## src/inc/cds_pkg.sv

```systemverilog
// constants for the clock divider sync control block
// Summary of operation
// - no sync action unless master enable set
// - pulses pass only with both enables set
// - next-sync-only takes first pulse, ignores rest
// - device clears divider sync enable after syncing in next-sync-only mode
// - test pattern bytes separate, reset to zero
package cds_pkg;
    localparam int CDS_ADDR_W = 13;
    localparam int CDS_DATA_W = 8;
    localparam int CDS_INSTR_BITS = 16;
    localparam int CDS_CNT_W = 4;
    localparam logic [CDS_CNT_W-1:0] CDS_INSTR_LAST = 4'hF;
    localparam logic [CDS_CNT_W-1:0] CDS_BYTE_LAST = 4'h7;
    localparam logic [CDS_CNT_W-1:0] CDS_CNT_ZERO = 4'h0;
    localparam logic [CDS_CNT_W-1:0] CDS_CNT_ONE = 4'h1;
    localparam logic [CDS_ADDR_W-1:0] CDS_ADDR_ONE = 13'h0001;

    // register offsets
    localparam logic [CDS_ADDR_W-1:0] CDS_ADDR_PAT3_HIGH = 13'h001E;
    localparam logic [CDS_ADDR_W-1:0] CDS_ADDR_PAT4_LOW = 13'h001F;
    localparam logic [CDS_ADDR_W-1:0] CDS_ADDR_SYNC_CTRL = 13'h003A;

    // reset values
    localparam logic [CDS_DATA_W-1:0] CDS_RST_PAT3_HIGH = 8'h00;
    localparam logic [CDS_DATA_W-1:0] CDS_RST_PAT4_LOW = 8'h00;
    localparam logic [2:0] CDS_RST_SYNC_CTRL = 3'h0;
    localparam logic [CDS_DATA_W-1:0] CDS_READ_ZERO = 8'h00;

    // sync control field positions
    localparam int CDS_BIT_MASTER_EN = 0;
    localparam int CDS_BIT_DIV_EN = 1;
    localparam int CDS_BIT_NEXT_ONLY = 2;
    localparam int CDS_SYNC_FIELD_W = 3;

    // instruction word layout
    localparam int CDS_INSTR_RW_BIT = 15;

    typedef enum logic [2:0] {
        CDS_ST_IDLE = 3'b001,
        CDS_ST_INSTR = 3'b010,
        CDS_ST_DATA = 3'b100
    } cds_state_e;
endpackage : cds_pkg

```

## src/rtl/cds_top.sv

```systemverilog
// serial control port, global registers and sync control
module cds_top
    import cds_pkg::*;
(
    input wire logic core_clk,
    input wire logic reset,
    input wire logic serial_clk,
    input wire logic serial_chip_select_n,
    input wire logic serial_data_in,
    output logic serial_data_out,
    output logic serial_data_oe,
    input wire logic sync_pin,
    output logic divider_sync_pulse,
    output logic sync_buffer_enable,
    output logic [CDS_DATA_W-1:0] test_pattern_three_high,
    output logic [CDS_DATA_W-1:0] test_pattern_four_low
);
    logic [CDS_SYNC_FIELD_W-1:0] sync_control;
    logic sclk_meta;
    logic sclk_stable;
    logic sclk_prev;
    logic csn_meta;
    logic csn_stable;
    logic sdi_meta;
    logic sdi_stable;
    logic sclk_rise;
    logic sclk_fall;
    cds_state_e state;
    logic [CDS_CNT_W-1:0] bit_cnt;
    logic [CDS_INSTR_BITS-2:0] instr_shift;
    logic [CDS_DATA_W-2:0] data_shift;
    logic [CDS_DATA_W-1:0] read_shift;
    logic [CDS_ADDR_W-1:0] addr;
    logic is_read;
    logic instr_done;
    logic byte_done;
    logic reg_wr;
    logic [CDS_DATA_W-1:0] wr_data;
    logic [CDS_ADDR_W-1:0] next_addr;
    logic [CDS_INSTR_BITS-1:0] instr_word;
    logic sync_wr;
    logic clear_req;

    function automatic logic [CDS_DATA_W-1:0] reg_read(
        input logic [CDS_ADDR_W-1:0] a,
        input logic [CDS_DATA_W-1:0] p3h,
        input logic [CDS_DATA_W-1:0] p4l,
        input logic [CDS_SYNC_FIELD_W-1:0] sc
    );
        logic [CDS_DATA_W-1:0] r;
        r = CDS_READ_ZERO;
        if (a == CDS_ADDR_PAT3_HIGH) begin
            r = p3h;
        end else if (a == CDS_ADDR_PAT4_LOW) begin
            r = p4l;
        end else if (a == CDS_ADDR_SYNC_CTRL) begin
            r = {{(CDS_DATA_W-CDS_SYNC_FIELD_W){1'b0}}, sc};
        end
        return r;
    endfunction : reg_read

    // pin synchronisers
    always_ff @(posedge core_clk) begin
        if (reset) begin
            sclk_meta <= 1'b0;
            sclk_stable <= 1'b0;
            sclk_prev <= 1'b0;
            csn_meta <= 1'b1;
            csn_stable <= 1'b1;
            sdi_meta <= 1'b0;
            sdi_stable <= 1'b0;
        end else begin
            sclk_meta <= serial_clk;
            sclk_stable <= sclk_meta;
            sclk_prev <= sclk_stable;
            csn_meta <= serial_chip_select_n;
            csn_stable <= csn_meta;
            sdi_meta <= serial_data_in;
            sdi_stable <= sdi_meta;
        end
    end

    assign sclk_rise = sclk_stable & ~sclk_prev;
    assign sclk_fall = ~sclk_stable & sclk_prev;
    assign instr_word = {instr_shift, sdi_stable};
    assign instr_done = (state == CDS_ST_INSTR) && sclk_rise && (bit_cnt == CDS_INSTR_LAST);
    assign byte_done = (state == CDS_ST_DATA) && sclk_rise && (bit_cnt == CDS_BYTE_LAST);
    assign reg_wr = byte_done && !is_read;
    assign wr_data = {data_shift, sdi_stable};
    assign next_addr = instr_done ? instr_word[CDS_ADDR_W-1:0] : (addr - CDS_ADDR_ONE);
    assign sync_wr = reg_wr && (addr == CDS_ADDR_SYNC_CTRL);

    // frame sequencing
    always_ff @(posedge core_clk) begin
        if (reset || csn_stable) begin
            state <= CDS_ST_IDLE;
            bit_cnt <= CDS_CNT_ZERO;
        end else begin
            unique case (state)
                CDS_ST_IDLE: begin
                    state <= CDS_ST_INSTR;
                    bit_cnt <= CDS_CNT_ZERO;
                end
                CDS_ST_INSTR: begin
                    if (instr_done) begin
                        state <= CDS_ST_DATA;
                        bit_cnt <= CDS_CNT_ZERO;
                    end else if (sclk_rise) begin
                        bit_cnt <= bit_cnt + CDS_CNT_ONE;
                    end
                end
                CDS_ST_DATA: begin
                    if (byte_done) begin
                        bit_cnt <= CDS_CNT_ZERO;
                    end else if (sclk_rise) begin
                        bit_cnt <= bit_cnt + CDS_CNT_ONE;
                    end
                end
                default: begin
                    state <= CDS_ST_IDLE;
                    bit_cnt <= CDS_CNT_ZERO;
                end
            endcase
        end
    end

    // instruction and write data capture
    always_ff @(posedge core_clk) begin
        if (reset) begin
            instr_shift <= '0;
            data_shift <= '0;
            is_read <= 1'b0;
            addr <= '0;
        end else if (sclk_rise) begin
            if (state == CDS_ST_INSTR) begin
                instr_shift <= instr_word[CDS_INSTR_BITS-2:0];
            end
            if (state == CDS_ST_DATA) begin
                data_shift <= wr_data[CDS_DATA_W-2:0];
            end
            if (instr_done) begin
                is_read <= instr_word[CDS_INSTR_RW_BIT];
            end
            if (instr_done || byte_done) begin
                addr <= next_addr;
            end
        end
    end

    // read data drive, changes on falling clock
    always_ff @(posedge core_clk) begin
        if (reset || csn_stable) begin
            read_shift <= CDS_READ_ZERO;
            serial_data_out <= 1'b0;
            serial_data_oe <= 1'b0;
        end else if ((instr_done && instr_word[CDS_INSTR_RW_BIT]) || (byte_done && is_read)) begin
            read_shift <= reg_read(next_addr, test_pattern_three_high,
                                   test_pattern_four_low, sync_control);
        end else if (sclk_fall && (state == CDS_ST_DATA) && is_read) begin
            serial_data_out <= read_shift[CDS_DATA_W-1];
            serial_data_oe <= 1'b1;
            read_shift <= {read_shift[CDS_DATA_W-2:0], 1'b0};
        end
    end

    always_ff @(posedge core_clk) begin
        if (reset) begin
            test_pattern_three_high <= CDS_RST_PAT3_HIGH;
            test_pattern_four_low <= CDS_RST_PAT4_LOW;
        end else if (reg_wr) begin
            if (addr == CDS_ADDR_PAT3_HIGH) begin
                test_pattern_three_high <= wr_data;
            end
            if (addr == CDS_ADDR_PAT4_LOW) begin
                test_pattern_four_low <= wr_data;
            end
        end
    end

    // sync control register, host write beats auto clear
    always_ff @(posedge core_clk) begin
        if (reset) begin
            sync_control <= CDS_RST_SYNC_CTRL;
        end else if (sync_wr) begin
            sync_control <= wr_data[CDS_SYNC_FIELD_W-1:0];
        end else if (clear_req) begin
            sync_control[CDS_BIT_DIV_EN] <= 1'b0;
        end
    end

    always_ff @(posedge core_clk) begin
        if (reset) begin
            sync_buffer_enable <= 1'b0;
        end else begin
            sync_buffer_enable <= sync_control[CDS_BIT_MASTER_EN];
        end
    end

    cds_sync_gate u_sync_gate (
        .core_clk(core_clk),
        .reset(reset),
        .sync_pin(sync_pin),
        .master_en(sync_control[CDS_BIT_MASTER_EN]),
        .div_en(sync_control[CDS_BIT_DIV_EN]),
        .next_only(sync_control[CDS_BIT_NEXT_ONLY]),
        .divider_sync(divider_sync_pulse),
        .clear_req(clear_req)
    );

    property p_auto_clear;
        @(posedge core_clk) disable iff (reset)
        (clear_req && !sync_wr) |=> !sync_control[CDS_BIT_DIV_EN];
    endproperty
    a_auto_clear: assert property (p_auto_clear)
        else $error("divider sync enable not cleared after one-shot sync");

    property p_one_shot;
        @(posedge core_clk) disable iff (reset)
        (clear_req && !sync_wr) |=> (!divider_sync_pulse)[*3];
    endproperty
    a_one_shot: assert property (p_one_shot)
        else $error("sync pulse passed after one-shot sync");

    property p_pattern_reset;
        @(posedge core_clk) disable iff (reset)
        $past(reset) |-> (test_pattern_three_high == CDS_RST_PAT3_HIGH)
            && (test_pattern_four_low == CDS_RST_PAT4_LOW);
    endproperty
    a_pattern_reset: assert property (p_pattern_reset)
        else $error("test pattern register not zero after reset");

    property p_pattern_write;
        @(posedge core_clk) disable iff (reset)
        (reg_wr && addr == CDS_ADDR_PAT3_HIGH) |=> (test_pattern_three_high == $past(wr_data));
    endproperty
    a_pattern_write: assert property (p_pattern_write)
        else $error("test pattern write not stored");

    property p_reserved_zero;
        @(posedge core_clk) disable iff (reset)
        (reg_wr && addr == CDS_ADDR_SYNC_CTRL) |=>
            (reg_read(CDS_ADDR_SYNC_CTRL, test_pattern_three_high, test_pattern_four_low,
                      sync_control) == {{(CDS_DATA_W-CDS_SYNC_FIELD_W){1'b0}},
                                        $past(wr_data[CDS_SYNC_FIELD_W-1:0])});
    endproperty
    a_reserved_zero: assert property (p_reserved_zero)
        else $error("sync control upper bits not zero");

    property p_buffer_off;
        @(posedge core_clk) disable iff (reset)
        !sync_control[CDS_BIT_MASTER_EN] |=> !sync_buffer_enable && !divider_sync_pulse;
    endproperty
    a_buffer_off: assert property (p_buffer_off)
        else $error("sync active without master enable");
endmodule : cds_top

```

## src/rtl/cds_sync_gate.sv

```systemverilog
// sync pin synchroniser and gate towards the clock divider
module cds_sync_gate
    import cds_pkg::*;
(
    input wire logic core_clk,
    input wire logic reset,
    input wire logic sync_pin,
    input wire logic master_en,
    input wire logic div_en,
    input wire logic next_only,
    output logic divider_sync,
    output logic clear_req
);
    logic sync_meta;
    logic sync_stable;
    logic sync_prev;
    logic sync_edge;

    // two-flop synchroniser, then edge history
    always_ff @(posedge core_clk) begin
        if (reset) begin
            sync_meta <= 1'b0;
            sync_stable <= 1'b0;
            sync_prev <= 1'b0;
        end else begin
            sync_meta <= sync_pin;
            sync_stable <= sync_meta;
            sync_prev <= sync_stable;
        end
    end

    assign sync_edge = sync_stable & ~sync_prev;

    always_ff @(posedge core_clk) begin
        if (reset) begin
            divider_sync <= 1'b0;
        end else begin
            divider_sync <= sync_edge & master_en & div_en;
        end
    end

    always_ff @(posedge core_clk) begin
        if (reset) begin
            clear_req <= 1'b0;
        end else begin
            clear_req <= sync_edge & master_en & div_en & next_only;
        end
    end

    property p_master_needed;
        @(posedge core_clk) disable iff (reset)
        divider_sync |-> $past(master_en);
    endproperty
    a_master_needed: assert property (p_master_needed)
        else $error("divider sync without master enable");

    property p_edge_passes;
        @(posedge core_clk) disable iff (reset)
        (sync_edge && master_en && div_en) |=> divider_sync;
    endproperty
    a_edge_passes: assert property (p_edge_passes)
        else $error("enabled sync edge not passed to divider");

    property p_gated_off;
        @(posedge core_clk) disable iff (reset)
        (sync_edge && !(master_en && div_en)) |=> !divider_sync;
    endproperty
    a_gated_off: assert property (p_gated_off)
        else $error("sync edge passed while gated off");
endmodule : cds_sync_gate

```

## config.mk

```make
export PLATFORM = sky130hd
export DESIGN_NAME = cds_top
export DESIGN_NICKNAME = d
export VERILOG_FILES = /design/src/inc/cds_pkg.sv /design/src/rtl/cds_top.sv /design/src/rtl/cds_sync_gate.sv
export SDC_FILE = /design/constraint.sdc
export NUM_CORES = 1
export LEC_CHECK = 0
export ABC_AREA = 1
export BUFFER_PORTS_ARGS = -buffer_cell sky130_fd_sc_hd__buf_2
export CAP_MARGIN = 40
export CORE_AREA = 3 3 84 86
export CTS_BUF_LIST = sky130_fd_sc_hd__clkbuf_2
export DETAILED_ROUTE_END_ITERATION = 6
export DIE_AREA = 0 0 87 89
export GPL_TIMING_DRIVEN = 0
export MAX_ROUTING_LAYER = met4
export PLACE_DENSITY = 0.85
export SYNTH_ARGS = -nofsm -noshare
export SYNTH_HDL_FRONTEND = slang
export SYNTH_SLANG_ARGS = --single-unit
```

## constraint.sdc

```tcl
create_clock -name core_clk -period 2.92 [get_ports core_clk]
set_clock_uncertainty 0.15 [all_clocks]
set_input_delay 0.438 -clock core_clk [delete_from_list [all_inputs] [get_ports core_clk]]
set_output_delay 0.438 -clock core_clk [all_outputs]
set_load 0.005 [all_outputs]
```

==> summary.txt <==
Run status
  • Outcome: finished clean

Timing
  • Number of endpoints failing setup at the final stage: 0
  • Setup slack after layout: 0.257 ns
  • Number of endpoints with negative hold slack in the final report: 0
  • Tcrit/Tclk final: 0.912
  • Slew of the pin with the lowest slew margin: 0.688 ns
  • Unrepaired setup endpoints after global routing: no
  • Sum of negative setup slack: 0 ns
  • Maximum operating frequency: 376 MHz
  • Max-slew headroom at the worst pin: 0.538
  • Max Transition Viols Final: 0
  • Tmin final: 2.66 ns

Floorplan
  • Area of the core: 6350 um^2
  • Number of cell rows: 29
  • Initial Util: 0.625
  • Die boundary width: 87 um
  • Count of boundary I/O pins: 26
  • Vertical die dimension: 89 um
  • Total Die Area: 7740 um^2

Placed design
  • Placed instance count: 667
  • Routability-driven placement congestion ratio: 0.989
  • Total of buffers placed on input and output ports: 24
  • Worst slack at placement: 0.324 ns
  • Detailed Place HPWL: 6980 um

Synth
  • Post-Synthesis Net Count: 576
  • Netlist area before placement: 3970 um^2
  • Top cell type's share of synthesized area: 0.429
  • Gate count of the mapped netlist: 566
  • Number of synthesized register bits: 85
  • Mean instance size in the synthesized netlist: 7.01 um^2
  • Number of warnings issued by yosys: 0
  • Count of unique library cells instantiated by Yosys: 34
  • Portion of the post-synthesis area used by sequential elements: 0.429
  • Leading post-synthesis cells by cell area: sky130_fd_sc_hd__dfxtp_1 43%, sky130_fd_sc_hd__nand2_1 10%, sky130_fd_sc_hd__inv_1 7.7%
  • Most area-hungry cell type in the Yosys netlist: sky130_fd_sc_hd__dfxtp_1

Route
  • Routed vias/inst: 5.39
  • Vias post-DR: 3704
  • First-iteration detailed-routing DRC count: 186
  • Number of remaining DRC errors: 0
  • Wirelength, routed: 9160 um
  • Wire length per cell: 13.3 um
  • Antenna Violating Nets Remaining: 0
  • Number of search-and-repair iterations in the first detailed-routing pass: 5

Cells and area
  • Non-filler cells, final: 687
  • Storage cell area: 1700 um^2
  • Final standard cell utilization of the core: 0.687
  • Synthesis-to-finish area growth: 9.90%
  • Area of the multi-input gates: 1870 um^2
  • Layout cell share with drive strength beyond 1: 0.115
  • Number of antenna cells inserted: 0
  • Nets@finish: 615
  • Fillers: 545

Clock network
  • Maximum buffer depth of the clock tree: 2
  • CTS clock-pin slew for the worst setup and hold paths: 0.27 ns
  • Total CTS buffers: 9
  • Number of H-tree levels: 3
  • Clock tree root driver cell: sky130_fd_sc_hd__clkbuf_2
  • Clk_lat worst skew: 0.59 ns
  • Number of buffers added for setup after CTS: 0
  • CTS tree: built
  • Number of clock sinks: 85

Power and ir drop
  • Worst IR drop on VDD: 0.000337 V
  • Reg power frac: 0.633
  • Pwr/cell area: 426 nW/um^2
  • Clock power share: 0.342
  • Overall power: 1.86 mW
  • Cell Int Power: 1.34 mW
  • Leak: 1.97 nW
  • Switching power: 518 uW
  • Combinational fraction of design power: 0.025
  • Sw frac: 0.279

Worst setup path
  • CP max FO: 8
  • Required time of the worst setup path: 3.27 ns
  • R2r setup slk: 0.26 ns
  • Largest stage delay, worst path: 0.37 ns
  • Critical path class: flop to flop
  • Top Family by Delay on Critical Path: simple AND/OR/NAND/NOR gates
  • Slowest cell on the critical path: sky130_fd_sc_hd__dfxtp_1
  • Critical path capture point type: flop
  • Most common cell type on the critical path: sky130_fd_sc_hd__nand2_1
  • Buffers and inverters on the worst path: 2
  • Crit path launch type: flop
  • Worst endpoint data arrival time: 3.01 ns
  • Cell chain of the critical path: inv_1 > ha_1 > nand2_1 > nor2_1 > nand2_1 > nand2_1 > nand2_1 > nand2_1 > nand3_1 > nor2_4 > nand2_2 > clkinv_2 > nand2_1 > nand2_1 > nand2_1 > a21oi_2

Global routing
  • Global-route met2 utilization: 0.395
  • Remaining global-route overflow: 0
  • Met3 global-route usage: 0.0618
  • Antenna violations before repair: 0
  • Vias in the first global route: 3243
  • Overall routing resource usage: 0.259
  • Global-route wire length before repair: 15200 um
  • Most utilized layer in the global route result: met2
  • Met1 routing resource usage after global routing: 0.342
  • Maximum number of pins on one net before global-route repair: 20

Min path
  • Path class of the lowest-slack min-delay path: primary input to flop

Run
  • Number of max-cap violations: 0
power by group through the flow:
stage	registers, mW	logic [mW]	clock network (mW)
CTS	1.17	0.0458	0.651
detailed placement	1.19	0.0416	0
global route	1.18	0.0527	0.703
global placement	1.19	0.0401	0
finish	1.17	0.0468	0.635
floorplan	1.19	0.0283	0
kinds of logic (layout without fill, tap and decap cells):
group	after synthesis	count (layout)	synth area share
AO/OA/AOI/OAI	125	125	0.174
XOR/XNOR	4	4	0.00883
adder cells (fa/ha/maj)	4	4	0.0126
buffers and inverters	102	146	0.0993
flip-flops	85	85	0.429
AND/OR/NAND/NOR	246	246	0.276
metal layers:
layer,share of wire,vias up
li1,-,1903
met2,0.46,95
met5,0,-
met3,0.052,11
met1,0.48,1695
met4,0.0097,0
stage by stage:
stage | instance area, um^2 | hold slack (ns)
floorplan | 3970 | 0.238
global placement | 4180 | 0.244
detailed placement | 4180 | 0.245
CTS | 4360 | 0.0946
global route | 4360 | 0.113
finish | 4360 | 0.152
state kept, by name, indices dropped and copies added (netlist names), 3 cells and up:
name / cells
sync_control: 3
test_pattern_three_high: 8
read_shift: 8
bit_cnt: 4
state: 3
data_shift: 7
instr_shift: 15
addr: 13
test_pattern_four_low: 8
path summary, 6_finish.rpt:
check                start             to  cells after the start
hold / removal       reset        is_read                      2
setup reg to reg   addr[0]  read_shift[6]                     16
setup / recovery   addr[0]  read_shift[6]                     16
hold reg to reg   sdi_meta     sdi_stable                      2
cell usage after synthesis (all sizes together):
cell	instances
a211oi	2
nand4	4
o21ai	54
a21oi	55
nand3	39
clkbuf	14
dfxtp	85
o31ai	1
nor3	9
a22oi	7
nor4	2
clkinv	3
inv	82
nand2	110
nor2	78
buf	3
or2	4
o211ai	6
ha	4
xor2	4
repair_timing:
item                                   in CTS  in global routing
hold buffers                                4                  0
endpoints found under the hold margin       4                  0
resized for setup                           0                  0
layout make-up:
class | count | area share
clock buffer | 9 | 0.0103
buffer | 17 | 0.0169
sequential | 85 | 0.390
inverter | 85 | 0.0735
multi-input combinational | 379 | 0.429
clock inverter | 7 | 0.0209
tap | 77 | 0.0221
timing repair buffer | 28 | 0.0367
cells in the final DEF, fill, tap and decap left out, types with 3 or more instances in the layout:
master,count
sky130_fd_sc_hd__nand2_1,106
sky130_fd_sc_hd__dfxtp_1,85
sky130_fd_sc_hd__inv_1,81
sky130_fd_sc_hd__nor2_1,71
sky130_fd_sc_hd__o21ai_0,50
sky130_fd_sc_hd__a21oi_1,49
sky130_fd_sc_hd__nand3_1,36
sky130_fd_sc_hd__buf_2,26
sky130_fd_sc_hd__clkbuf_1,14
sky130_fd_sc_hd__clkbuf_2,9
sky130_fd_sc_hd__nor3_1,8
sky130_fd_sc_hd__a22oi_1,7
sky130_fd_sc_hd__o211ai_1,6
sky130_fd_sc_hd__a21oi_2,6
sky130_fd_sc_hd__nor2_4,5
sky130_fd_sc_hd__xor2_1,4
sky130_fd_sc_hd__nand4_1,4
sky130_fd_sc_hd__nand2_2,4
sky130_fd_sc_hd__ha_1,4
sky130_fd_sc_hd__clkinv_8,4
sky130_fd_sc_hd__dlygate4sd3_1,4
sky130_fd_sc_hd__o21ai_1,3
No activity file was read; power rests on OpenSTA's default activity.
